**src/hw/plb_pkg.sv**
```systemverilog
// Behaviour
// - writing key 0x7d to the unlock register opens one following protected write.
// - any other unlock value keeps every protected register locked.
// - unlock register returns to zero when the transaction after the key write ends.
// - status bits 4..2 show the three bucks in regulation.
// - status bits 1..0 show linear regulators one and two in regulation.
// - status bit 6 is high when switch rail one regulates or is a load switch.
// - status bit 5 is high when switch rail two regulates or is a load switch.
// - control bit 3 clear lets linear one status pull the good output low.
// - control bit 2 clear lets linear two status pull the good output low.
// - control bits 1:0 pick good output delay of 20, 100, 200 or 400 ms.
// - buck bit 7 set means external setpoint; the register code is then ignored.
// - buck code maps monotonically from 0.9 V to 3.3 V, saturating from 0x38.
// - new buck code applies on go strobe, or at once with go disabled if the register had bit 7 clear; busy ends on ramp done.
package plb_pkg;
  localparam logic [7:0] ADDR_UNLOCK = 8'h0b;
  localparam logic [7:0] ADDR_STATUS = 8'h0c;
  localparam logic [7:0] ADDR_CTRL   = 8'h0d;
  localparam logic [7:0] ADDR_BUCK1  = 8'h0e;
  localparam logic [7:0] ADDR_BUCK2  = 8'h0f;
  localparam logic [7:0] ADDR_BUCK3  = 8'h10;
  localparam logic [7:0] UNLOCK_KEY  = 8'h7d;
  localparam logic [7:0] RST_UNLOCK  = 8'h00;
  localparam logic [7:0] RST_STATUS  = 8'h00;
  localparam logic [7:0] RST_CTRL    = 8'h0c;
  localparam logic [7:0] RST_BUCK1   = 8'h18;
  localparam logic [7:0] RST_BUCK2   = 8'h18;
  localparam logic [7:0] RST_BUCK3   = 8'h08;
  localparam int ST_RSVD = 7;
  localparam int ST_SW1  = 6;
  localparam int ST_SW2  = 5;
  localparam int ST_BUCK = 2;
  localparam int ST_LIN1 = 1;
  localparam int ST_LIN2 = 0;
  localparam int CT_LIN1_MASK = 3;
  localparam int CT_LIN2_MASK = 2;
  localparam int CT_DLY_LSB   = 0;
  localparam int BK_XADJ      = 7;
  localparam int BK_CODE_MSB  = 5;
  localparam int CLK_PERIOD_NS = 5;
  localparam int MS_NS         = 1000000;
  localparam int MS_TICK_CYCLES_DFLT = MS_NS / CLK_PERIOD_NS;
  localparam logic [8:0] DLY0_MS = 9'h014;  // 20 ms
  localparam logic [8:0] DLY1_MS = 9'h064;  // 100 ms
  localparam logic [8:0] DLY2_MS = 9'h0c8;  // 200 ms
  localparam logic [8:0] DLY3_MS = 9'h190;  // 400 ms
  localparam logic [5:0] SEG1_CODE = 6'h18;
  localparam logic [5:0] SEG2_CODE = 6'h30;
  localparam logic [5:0] SEG3_CODE = 6'h35;
  localparam logic [5:0] MAX_CODE  = 6'h38;
  localparam int MV_BASE = 900;
  localparam int MV_SEG1 = 1500;
  localparam int MV_SEG2 = 2700;
  localparam int MV_SEG3 = 3000;
  localparam int MV_MAX  = 3300;
  localparam int STEP_FINE = 25;
  localparam int STEP_MID  = 50;
  localparam int STEP_WIDE = 100;

  typedef enum logic [2:0] {
    I2C_IDLE, I2C_DEV, I2C_DEVACK, I2C_RX, I2C_RXACK, I2C_TX, I2C_TXACK
  } plb_i2c_state_t;

  // piecewise linear code to millivolts, the step widens twice above 1.5 V
  function automatic logic [11:0] plb_code_to_mv(input logic [5:0] c);
    if (c < SEG1_CODE) return 12'(MV_BASE + STEP_FINE * int'(c));
    if (c < SEG2_CODE) return 12'(MV_SEG1 + STEP_MID * int'(c - SEG1_CODE));
    if (c < SEG3_CODE) return 12'(MV_SEG2 + STEP_MID * int'(c - SEG2_CODE));
    if (c < MAX_CODE) return 12'(MV_SEG3 + STEP_WIDE * int'(c - SEG3_CODE));
    return 12'(MV_MAX);
  endfunction : plb_code_to_mv
endpackage : plb_pkg

```
**src/hw/plb_regs.sv**
```systemverilog
`timescale 1ns/1ps
module plb_regs #(
  parameter int         MS_TICK_CYCLES = plb_pkg::MS_TICK_CYCLES_DFLT,
  parameter logic [6:0] DEV_ADDR       = 7'h2a  // arbitrary default
) (
  input  wire logic        sys_clk,
  input  wire logic        rstn,
  input  wire logic        scl,
  input  wire logic        sdaIn,
  output logic             sdaOut,
  output logic             sdaOe,
  input  wire logic [2:0]  bucksInReg,
  input  wire logic [1:0]  linearInReg,
  input  wire logic [1:0]  switchRailInReg,
  input  wire logic [1:0]  switchRailIsSwitch,
  input  wire logic        goStrobe,
  input  wire logic        goDisable,
  input  wire logic        rampDone,
  output logic             railsGoodOut,
  output logic             railsGoodOutOe,
  output logic [2:0]       buckExternalAdjust,
  output logic [11:0]      buckOneMv,
  output logic [11:0]      buckTwoMv,
  output logic [11:0]      buckThreeMv,
  output logic             transitionBusy
);
  import plb_pkg::*;
  localparam int DIVW = $clog2(MS_TICK_CYCLES + 1);
  localparam logic [DIVW-1:0] DIV_LAST = DIVW'(MS_TICK_CYCLES - 1);

  logic       wrStb, txnEnd;
  logic [7:0] wrAddr, wrData, rdAddr, rdData;

  plb_i2c_slave #(.DEV_ADDR(DEV_ADDR)) u_i2c (
    .sys_clk (sys_clk),
    .rstn    (rstn),
    .scl     (scl),
    .sdaIn   (sdaIn),
    .sdaOut  (sdaOut),
    .sdaOe   (sdaOe),
    .wrStb   (wrStb),
    .wrAddr  (wrAddr),
    .wrData  (wrData),
    .rdAddr  (rdAddr),
    .rdData  (rdData),
    .txnEnd  (txnEnd)
  );

  // register file, unlock and buck setpoints
  logic [7:0]  keyReg, keyNext, statusReg, statusNext, ctrlReg, ctrlNext;
  logic        keyInTxnReg, keyInTxnNext, keyUsedReg, keyUsedNext, busyReg, busyNext;
  logic [7:0]  buckReg [3];
  logic [7:0]  buckNext [3];
  logic [11:0] mvReg [3];
  logic [11:0] mvNext [3];
  logic        unlocked, protAddr;
  logic [1:0]  wrIdx;

  assign protAddr = (wrAddr >= ADDR_CTRL) && (wrAddr <= ADDR_BUCK3);
  // open only in the transaction after the key, and only for one write
  assign unlocked = (keyReg == UNLOCK_KEY) && !keyInTxnReg && !keyUsedReg;
  assign wrIdx    = 2'(wrAddr - ADDR_BUCK1);

  always_comb begin
    keyNext = keyReg; keyInTxnNext = keyInTxnReg; keyUsedNext = keyUsedReg;
    ctrlNext = ctrlReg; busyNext = busyReg;
    for (int i = 0; i < 3; i++) begin
      buckNext[i] = buckReg[i];
      mvNext[i]   = mvReg[i];
    end
    statusNext = statusReg;
    statusNext[ST_BUCK +: 3] = bucksInReg;
    statusNext[ST_LIN1] = linearInReg[1];
    statusNext[ST_LIN2] = linearInReg[0];
    statusNext[ST_SW1] = switchRailInReg[1] | switchRailIsSwitch[1];
    statusNext[ST_SW2] = switchRailInReg[0] | switchRailIsSwitch[0];
    if (txnEnd) begin
      if (keyInTxnReg) keyInTxnNext = 1'b0;
      else begin
        keyNext = RST_UNLOCK;
        keyUsedNext = 1'b0;
      end
    end
    if (wrStb) begin
      if (wrAddr == ADDR_UNLOCK) begin
        keyNext = wrData;
        keyInTxnNext = (wrData == UNLOCK_KEY);
        keyUsedNext = 1'b0;
      end else if (wrAddr == ADDR_STATUS) statusNext[ST_RSVD] = wrData[ST_RSVD];
      else if (protAddr && unlocked) begin
        keyUsedNext = 1'b1;
        if (wrAddr == ADDR_CTRL) ctrlNext = wrData;
        else begin
          buckNext[wrIdx] = wrData;
          if (goDisable) mvNext[wrIdx] = plb_code_to_mv(wrData[BK_CODE_MSB:0]);
        end
      end
    end
    if (goStrobe && !goDisable) begin
      for (int i = 0; i < 3; i++) mvNext[i] = plb_code_to_mv(buckReg[i][BK_CODE_MSB:0]);
    end
    for (int i = 0; i < 3; i++) begin
      if (buckReg[i][BK_XADJ]) mvNext[i] = 12'h000;
    end
    if (rampDone) busyNext = 1'b0;
    if (goStrobe) busyNext = 1'b1;  // set wins over ramp done
  end

  always_ff @(posedge sys_clk or negedge rstn) begin
    if (!rstn) begin
      keyReg <= RST_UNLOCK; keyInTxnReg <= 1'b0; keyUsedReg <= 1'b0;
      statusReg <= RST_STATUS; ctrlReg <= RST_CTRL; busyReg <= 1'b0;
      buckReg[0] <= RST_BUCK1; buckReg[1] <= RST_BUCK2; buckReg[2] <= RST_BUCK3;
      mvReg[0] <= plb_code_to_mv(RST_BUCK1[BK_CODE_MSB:0]);
      mvReg[1] <= plb_code_to_mv(RST_BUCK2[BK_CODE_MSB:0]);
      mvReg[2] <= plb_code_to_mv(RST_BUCK3[BK_CODE_MSB:0]);
    end else begin
      keyReg <= keyNext; keyInTxnReg <= keyInTxnNext; keyUsedReg <= keyUsedNext;
      statusReg <= statusNext; ctrlReg <= ctrlNext; busyReg <= busyNext;
      for (int i = 0; i < 3; i++) begin
        buckReg[i] <= buckNext[i];
        mvReg[i]   <= mvNext[i];
      end
    end
  end

  always_comb begin
    case (rdAddr)
      ADDR_UNLOCK: rdData = keyReg;
      ADDR_STATUS: rdData = statusReg;
      ADDR_CTRL:   rdData = ctrlReg;
      ADDR_BUCK1:  rdData = buckReg[0];
      ADDR_BUCK2:  rdData = buckReg[1];
      ADDR_BUCK3:  rdData = buckReg[2];
      default:     rdData = 8'h00;
    endcase
  end

  // power-good output timer
  logic [DIVW-1:0] divReg, divNext;
  logic [8:0]      msCntReg, msCntNext, dlyMs;
  logic            oeReg, oeNext, goodAll;

  assign goodAll = &{statusReg[ST_SW1:ST_BUCK],
                     statusReg[ST_LIN1] | ctrlReg[CT_LIN1_MASK],
                     statusReg[ST_LIN2] | ctrlReg[CT_LIN2_MASK]};

  always_comb begin
    case (ctrlReg[CT_DLY_LSB +: 2])
      2'h0:    dlyMs = DLY0_MS;
      2'h1:    dlyMs = DLY1_MS;
      2'h2:    dlyMs = DLY2_MS;
      default: dlyMs = DLY3_MS;
    endcase
    divNext = divReg;
    msCntNext = msCntReg;
    // divider restarts with the statuses so the delay is never cut short
    if (!goodAll) begin
      divNext = '0;
      msCntNext = 9'h000;
    end else if (divReg == DIV_LAST) begin
      divNext = '0;
      if (msCntReg < dlyMs) msCntNext = msCntReg + 9'h001;
    end else divNext = divReg + DIVW'(1);
    oeNext = !(goodAll && (msCntReg >= dlyMs));
  end

  always_ff @(posedge sys_clk or negedge rstn) begin
    if (!rstn) begin
      divReg <= '0; msCntReg <= 9'h000; oeReg <= 1'b1; railsGoodOut <= 1'b0;
    end else begin
      divReg <= divNext; msCntReg <= msCntNext; oeReg <= oeNext; railsGoodOut <= 1'b0;
    end
  end

  assign railsGoodOutOe     = oeReg;
  assign buckExternalAdjust = {buckReg[2][BK_XADJ], buckReg[1][BK_XADJ], buckReg[0][BK_XADJ]};
  assign buckOneMv          = mvReg[0];
  assign buckTwoMv          = mvReg[1];
  assign buckThreeMv        = mvReg[2];
  assign transitionBusy     = busyReg;
endmodule : plb_regs

```
**src/hw/plb_i2c_slave.sv**
```systemverilog
`timescale 1ns/1ps
module plb_i2c_slave #(
  parameter logic [6:0] DEV_ADDR = 7'h2a  // arbitrary default
) (
  input  wire logic       sys_clk,
  input  wire logic       rstn,
  input  wire logic       scl,
  input  wire logic       sdaIn,
  output logic            sdaOut,
  output logic            sdaOe,
  output logic            wrStb,
  output logic [7:0]      wrAddr,
  output logic [7:0]      wrData,
  output logic [7:0]      rdAddr,
  input  wire logic [7:0] rdData,
  output logic            txnEnd
);
  import plb_pkg::*;
  plb_i2c_state_t stReg, stNext;
  logic [3:0] cntReg, cntNext;
  logic [7:0] shReg, shNext, adrReg, adrNext, waReg, waNext, wdReg, wdNext;
  logic       sclReg, sdaReg, oeReg, oeNext, haveReg, haveNext, rdReg, rdNext;
  logic       actReg, actNext, nackReg, nackNext, wsReg, wsNext, teReg, teNext;
  logic       sclRise, sclFall, startCond, stopCond;

  assign sclRise   = scl & ~sclReg;
  assign sclFall   = ~scl & sclReg;
  assign startCond = scl & sclReg & sdaReg & ~sdaIn;
  assign stopCond  = scl & sclReg & ~sdaReg & sdaIn;

  always_comb begin
    stNext = stReg; cntNext = cntReg; shNext = shReg; adrNext = adrReg;
    waNext = waReg; wdNext = wdReg; oeNext = oeReg; haveNext = haveReg;
    rdNext = rdReg; actNext = actReg; nackNext = nackReg;
    wsNext = 1'b0;
    teNext = 1'b0;
    if (startCond) begin
      stNext = I2C_DEV; cntNext = 4'h0; haveNext = 1'b0; oeNext = 1'b0;
    end else if (stopCond) begin
      // repeated start keeps one transaction; only stop ends it
      stNext = I2C_IDLE; oeNext = 1'b0; teNext = actReg; actNext = 1'b0;
    end else if (sclRise) begin
      case (stReg)
        I2C_DEV, I2C_RX: begin
          shNext = {shReg[6:0], sdaIn}; cntNext = cntReg + 4'h1;
        end
        I2C_TX: cntNext = cntReg + 4'h1;
        I2C_TXACK: nackNext = sdaIn;
        default: ;
      endcase
    end else if (sclFall) begin
      case (stReg)
        I2C_DEV: if (cntReg == 4'h8) begin
          if (shReg[7:1] == DEV_ADDR) begin
            stNext = I2C_DEVACK; oeNext = 1'b1; rdNext = shReg[0]; actNext = 1'b1;
          end else stNext = I2C_IDLE;
        end
        I2C_DEVACK: begin
          cntNext = 4'h0;
          if (rdReg) begin
            stNext = I2C_TX; shNext = rdData; oeNext = ~rdData[7]; adrNext = adrReg + 8'h01;
          end else begin
            stNext = I2C_RX; oeNext = 1'b0;
          end
        end
        I2C_RX: if (cntReg == 4'h8) begin
          stNext = I2C_RXACK; oeNext = 1'b1; cntNext = 4'h0;
          if (haveReg) begin
            wsNext = 1'b1; waNext = adrReg; wdNext = shReg; adrNext = adrReg + 8'h01;
          end else begin
            adrNext = shReg; haveNext = 1'b1;
          end
        end
        I2C_RXACK: begin
          stNext = I2C_RX; oeNext = 1'b0;
        end
        I2C_TX: if (cntReg == 4'h8) begin
          stNext = I2C_TXACK; oeNext = 1'b0;
        end else begin
          shNext = {shReg[6:0], 1'b0}; oeNext = ~shReg[6];
        end
        I2C_TXACK: if (!nackReg) begin
          stNext = I2C_TX; cntNext = 4'h0; shNext = rdData; oeNext = ~rdData[7];
          adrNext = adrReg + 8'h01;
        end else begin
          stNext = I2C_IDLE; oeNext = 1'b0;
        end
        default: ;
      endcase
    end
  end

  always_ff @(posedge sys_clk or negedge rstn) begin
    if (!rstn) begin
      stReg <= I2C_IDLE; cntReg <= 4'h0; shReg <= 8'h00; adrReg <= 8'h00;
      waReg <= 8'h00; wdReg <= 8'h00; oeReg <= 1'b0; haveReg <= 1'b0;
      rdReg <= 1'b0; actReg <= 1'b0; nackReg <= 1'b1; wsReg <= 1'b0;
      teReg <= 1'b0; sclReg <= 1'b1; sdaReg <= 1'b1; sdaOut <= 1'b0;
    end else begin
      stReg <= stNext; cntReg <= cntNext; shReg <= shNext; adrReg <= adrNext;
      waReg <= waNext; wdReg <= wdNext; oeReg <= oeNext; haveReg <= haveNext;
      rdReg <= rdNext; actReg <= actNext; nackReg <= nackNext; wsReg <= wsNext;
      teReg <= teNext; sclReg <= scl; sdaReg <= sdaIn; sdaOut <= 1'b0;
    end
  end

  assign sdaOe  = oeReg;
  assign wrStb  = wsReg;
  assign wrAddr = waReg;
  assign wrData = wdReg;
  assign rdAddr = adrReg;
  assign txnEnd = teReg;
endmodule : plb_i2c_slave

```
**config.mk**
```make
export PLATFORM = sky130hd
export DESIGN_NAME = plb_regs
export DESIGN_NICKNAME = d
export VERILOG_FILES = /design/src/hw/plb_pkg.sv /design/src/hw/plb_regs.sv /design/src/hw/plb_i2c_slave.sv
export SDC_FILE = /design/constraint.sdc
export NUM_CORES = 1
export LEC_CHECK = 0
export BUFFER_PORTS_ARGS = -buffer_cell sky130_fd_sc_hd__buf_2
export CAP_MARGIN = 10
export CORE_UTILIZATION = 40
export DETAILED_ROUTE_END_ITERATION = 10
export PLACE_DENSITY_LB_ADDON = 0.3
export SKIP_LAST_GASP = 1
export SYNTH_ARGS = -nofsm -noshare
export SYNTH_HDL_FRONTEND = slang
export SYNTH_SLANG_ARGS = --single-unit
```
**constraint.sdc**
```tcl
create_clock -name sys_clk -period 5.05 [get_ports sys_clk]
set_input_delay 1.01 -clock sys_clk [delete_from_list [all_inputs] [get_ports sys_clk]]
set_output_delay 1.01 -clock sys_clk [all_outputs]
set_load 0.01 [all_outputs]
```
* After elaboration in Yosys (flattened, before gate mapping)
Cells that the tools add are included.
Storage, ports and cells: bits in registers 163, bits in latches 0, RAM bits 0, bits in read-only memories 0, bits of input ports 16, memories kept 0
Operators by class: add/sub/neg operators 33, multipliers 16, div/mod/pow operators 0, order comparisons 22, equality and inequality tests 51, shifts and indexed selects 0, muxes and demuxes 215, bitwise operators 24, reductions and logical operators 56
Operators by type and width (count):
- $mux 12 | 45
- $mux 36 | 7
- $add 12x12->12 const A | 12
- $mux 8 | 15
- $mux 1 | 115
- $mul 6x7->11 const A | 8
- $lt 6x6->1 const B | 12
- $eq 8x4->1 const B | 8
- $sub 6x6->7 const B | 8
- $add 10x11->12 const A | 4
- $pmux 8 s3 | 2
- $pmux 8 s6 | 1
- $mul 5x6->11 const A | 4
- $reduce_and 6->1 | 7
- $mul 6x7->10 const A | 4
- $bwmux 36 | 1
- $mux 18 | 2
- $reduce_bool 3->1 | 12
- $ne 3x2->1 const B | 10
- $mux 4 | 7
- $sub 6x5->7 const B | 4
- $mux 3 | 9
- $mux 9 | 3
- $pmux 9 s3 | 1
- other kinds (54) | 116

* Logic depth before layout (Yosys ltp)
depth after elaboration 51, mapped depth 21, mapped depth without buffers 20

* Hierarchy
From an unflattened synthesis, not the netlist that was laid out.
Unflattened totals: cells, all modules 2132, area total of the unflattened synthesis 19134.6 um2
Modules (own cells, without submodules):
- plb_regs | instances 1, cells an instance 1888, area an instance 16512.1 um2, seq. area each 2910.3 um2
- plb_i2c_slave | instances 1, cells an instance 244, area an instance 2622.5 um2, seq. area each 1204.9 um2

* Worst setup path before layout
Ideal clock, no wire load.
kind flip-flop to flip-flop, start point register buckReg[11] in the netlist's numbering, end point register mvReg (netlist bit buckTwoMv[11]), arrival time 4.412 ns, required time 4.926 ns, setup slack 0.514 ns, stages on the path, launching flop included 15, period minus slack after synthesis 4.536 ns, cell sequence dfstp_2 -> clkbuf_1 -> inv_1 -> ha_1 -> xor2_1 -> fa_1 -> inv_1 -> ha_1 -> ha_1 -> xnor2_1 -> or3_1 -> a21oi_1 -> xnor3_1 -> o311a_1 -> a211o_1
Between the ends: longest elaborated chain between the ends 13
Ends and longest elaborated chain:
- from (decl) | line plb_regs.sv:52 | logic [7:0] buckReg [3];
- from (signal, indexed assignment) | line plb_regs.sv:121 | buckReg[i] <= buckNext[i];
- branches (longest 10 deep; another with $add 12x12->12)
- $mux 12 * | line plb_pkg.sv:67 | if (c < SEG2_CODE) return 12'(MV_SEG1 + STEP_MID * int'(c - SEG1_CODE));
- $mux 36 * | line plb_regs.sv:99 | if (goStrobe && !goDisable) begin
- $mux 12 * | line plb_regs.sv:103 | if (buckReg[i][BK_XADJ]) mvNext[i] = 12'h000;
- to (signal, indexed assignment) | line plb_regs.sv:122 | mvReg[i] <= mvNext[i];
- to (decl) | line plb_regs.sv:54 | logic [11:0] mvReg [3];
Mark *: on every way between the ends. The select of a mux whose other input is x is not followed. A chain may end at the register's enable or synchronous reset.

* Final worst setup path
start point register buckReg[18] in the netlist's numbering, end point register mvReg (netlist bit buckOneMv[11])
The elaborated chain is that of the path after synthesis.

==> impl_metrics.ini <==
[run_status]
status = completed

[detailed_routing]
drc_errors = 0
vias_per_cell = 5.54
wl_um = 53900
vias = 15900
drtAntennaViolNets = 0
drt_first_pass_iters = 8
wl_per_cell_um = 18.8
drt_iter0_drc = 1226

[clock_tree]
cts_buffers = 17
cts_tree = done
root_buffer = clkbuf_16
clk_path_buf_depth = 2
cts_max_level = 4
insertion_delay_ns = 0.45
cts.sinks = 163
clk_pin_slew_ns = 0.08
post_cts_buffers = 0

[floorplan]
core_mm2 = 0.0470
die_x_um = 221
die_h_um = 221
num_rows = 79
die_area_mm2 = 0.0489
initial_utilization_pct = 40.9
ios = 60

[logic_synthesis]
ys_warn_count = 0
avgSynthCellArea_um2 = 8.74
synth-seq-cells = 163
ys_seq_area_share_pct = 21.4
synth_edf_count = 0
ys_types = 82
ys_async_sr_fraction_pct = 100
syn_area_mm2 = 0.0192
ys.flop_type = dfrtp_1
syn-instance-count = 2200

[cells_and_area]
final_nets = 2681
diodes = 0
utilization_pct = 44.6
final_common_cell = ha_1
fill_cells = 4520
fin_area_mm2 = 0.0209
mostFrequentLayoutCells = ha_1, inv_1, nand2_1, dfrtp_1, nor2_1
drive_above_1_share_pct = 8.67
syn_to_final_growth_pct = 8.85

[global_route]
track_usage_pct = 22.2
grt_pass1_vias = 15800
grt_max_degree = 68
grt_overflow = 0
antenna_found_initial = 1
grt_pass1_wl_um = 86700

[timing]
drv_slew = 0
hold_viol_final = 0
rsz0062_at_grt = no
period_needed_ns = 4.78
timing.setup.tns_ns = 0
timing.final.crit_share_pct = 94.7
clock.fmax_mhz = 209
hold_slack_ns = 0.467
setup_viol_count_final = 0
slew_headroom_pct = 20.6
clock_skew_ns = 0.0173
tightest_slew_ns = 1.19

[power_and_ir_drop]
p_per_area_mw_per_mm2 = 377
ir_drop_mv = 0.298
leakagePower_nw = 10.3

[placement]
port-buffer-count = 57
dp_hpwl_um = 43000
gp_congestion = 0.927
placed_cell_area_mm2 = 0.0203

[worst_setup_path]
worstPathRequired_ns = 5.37
path_cells = ha_1 -> a21o_1 -> a21oi_1 -> xnor2_1 -> inv_1 -> fa_1 -> inv_1 -> ha_1 -> ha_1 -> inv_1 -> fa_1 -> xor2_1 -> nand4_1 -> nand2_1 -> xnor2_1 -> a21oi_1 -> a2111oi_1 -> buf_4 -> o211ai_1
cp_max_fo = 11
cp_slowest_cell = dfrtp_1
end_kind = flop
critPathArrivalTime_ns = 5.10
start_kind = flop
cpPeakStageDelay_ns = 0.69
critPathBufInv = 4
cp_top_family = adder cells
path_class = reg -> reg
regToRegSetupSlack_ns = 0.27

[min_path]
hp-class = reg -> reg

[job]
cap_violations = 0
==> through the flow <==
| stage | instances | power [mW] | setup WS [ns] |
|---|---|---|---|
| after CTS | 2867 | 7.85 | 0.128 |
| after global routing | 2867 | 8.49 | 0.00251 |
| after detailed placement | 2835 | 6.46 | 0.142 |
| final | 2867 | 7.88 | 0.266 |
| after floorplan | 2201 | 5.24 | 0.514 |
| after global placement | 2835 | 6.37 | 0.128 |
==> worst min-delay path, stage by stage (launching register included) <==
cell     delay, ns
dfrtp_1       0.34
nand2_1       0.05
nand2_1       0.04
==> final cells by class <==
cell class,instances,area [um2],share of cell area (%)
Timing Repair Buffer,106,659,3.15
Clock buffer,23,468,2.24
Multi-Input combinational cell,1683,13800,65.8
Tap cell,607,759,3.63
Sequential cell,163,4120,19.7
Clock inverter,9,118,0.562
Inverter,276,1040,4.96
==> final timing paths <==
| check | to | depth (start not counted) | startpoint |
|---|---|---|---|
| max | buckOneMv[11] | 19 | buckReg[18] |
| min | u_i2c.wrAddr[7] | 2 | u_i2c.wrAddr[7] |
| max reg2reg | buckOneMv[11] | 19 | buckReg[18] |
| min reg2reg | u_i2c.wrAddr[7] | 2 | u_i2c.wrAddr[7] |
| max in group asynchronous | divReg[13] | 2 | rstn |
| min in group asynchronous | transitionBusy | 1 | rstn |
==> routing by layer <==
layer	GRT usage (%)	up-vias	wire, um
li1	-	7679	-
met1	30.9	7767	25300
met2	36.9	397	25300
met3	2.91	49	2670
met4	4.11	0	684
met5	0	-	0
==> repair_timing <==
action                                  CTS  global route
endpoints found under the setup margin    0             3
resized for setup                         0             4
endpoints found under the hold margin     0             0
hold buffers                              0             0
==> synthesized netlist by cell type (all sizes together), types with 7 or more instances <==
master / instances / area share, %
ha: 347 / 23
inv: 275 / 5.4
nand2: 192 / 3.7
dfrtp: 134 / 17
a21oi: 126 / 3.3
nor2: 126 / 2.5
xnor2: 115 / 5.3
o21ai: 107 / 2.8
xor2: 100 / 4.6
fa: 71 / 7.4
clkbuf: 64 / 1.3
nand3: 43 / 1.1
nor3: 41 / 1.2
a21o: 31 / 1.2
a211oi: 30 / 1.2
dfstp: 29 / 4.0
a22o: 28 / 1.3
nor4: 25 / 0.81
o22ai: 23 / 0.75
nand2b: 20 / 0.65
and3: 16 / 0.52
buf: 15 / 0.46
a31oi: 14 / 0.46
mux2i: 13 / 0.68
nand4: 13 / 0.42
o21a: 13 / 0.51
a221o: 12 / 0.63
nor3b: 12 / 0.47
nor2b: 11 / 0.36
o21bai: 11 / 0.43
a222oi: 9 / 0.47
a32oi: 9 / 0.41
and2: 8 / 0.26
mux2: 8 / 0.47
o211ai: 8 / 0.31
or3: 8 / 0.29
a22oi: 7 / 0.27
o31a: 7 / 0.32
==> flip-flops by register name, indices dropped and copies added, names as in the netlist, 3 cells and up <==
name and count:
buckReg 21, divReg 18, buckOneMv 12, buckThreeMv 12, buckTwoMv 12, msCntReg 9
ctrlReg 8, keyReg 8, statusReg 8, u_i2c.rdAddr 8, u_i2c.shReg 8, u_i2c.wrAddr 8
u_i2c.wrData 8, u_i2c.cntReg 4, buckExternalAdjust 3, u_i2c.stReg 3
==> cell families (layout without fill, tap and decap cells) <==
| group | Yosys count | count (layout) | share of synthesized area (%) |
|---|---|---|---|
| and+or+nand+nor | 543 | 543 | 13.6 |
| AOI/OAI and AO/OA | 481 | 481 | 16.5 |
| adders and majority gates | 418 | 418 | 30.0 |
| buffers and inverters | 355 | 414 | 7.11 |
| xor gates and xnor gates | 218 | 218 | 10.2 |
| DFF | 163 | 163 | 21.4 |
| muxes | 21 | 21 | 1.15 |
| other | 1 | 2 | 0.0195 |
==> power breakdown <==
| group | leakage, nW | internal (mW) | switching (mW) |
|---|---|---|---|
| clock network | 0.281 | 0.763 | 0.588 |
| registers | 2.08 | 1.46 | 0.204 |
| logic | 7.97 | 1.98 | 2.89 |
| total | 10.3 | 4.20 | 3.68 |
Note: power is estimated with default switching activity, not from simulation.
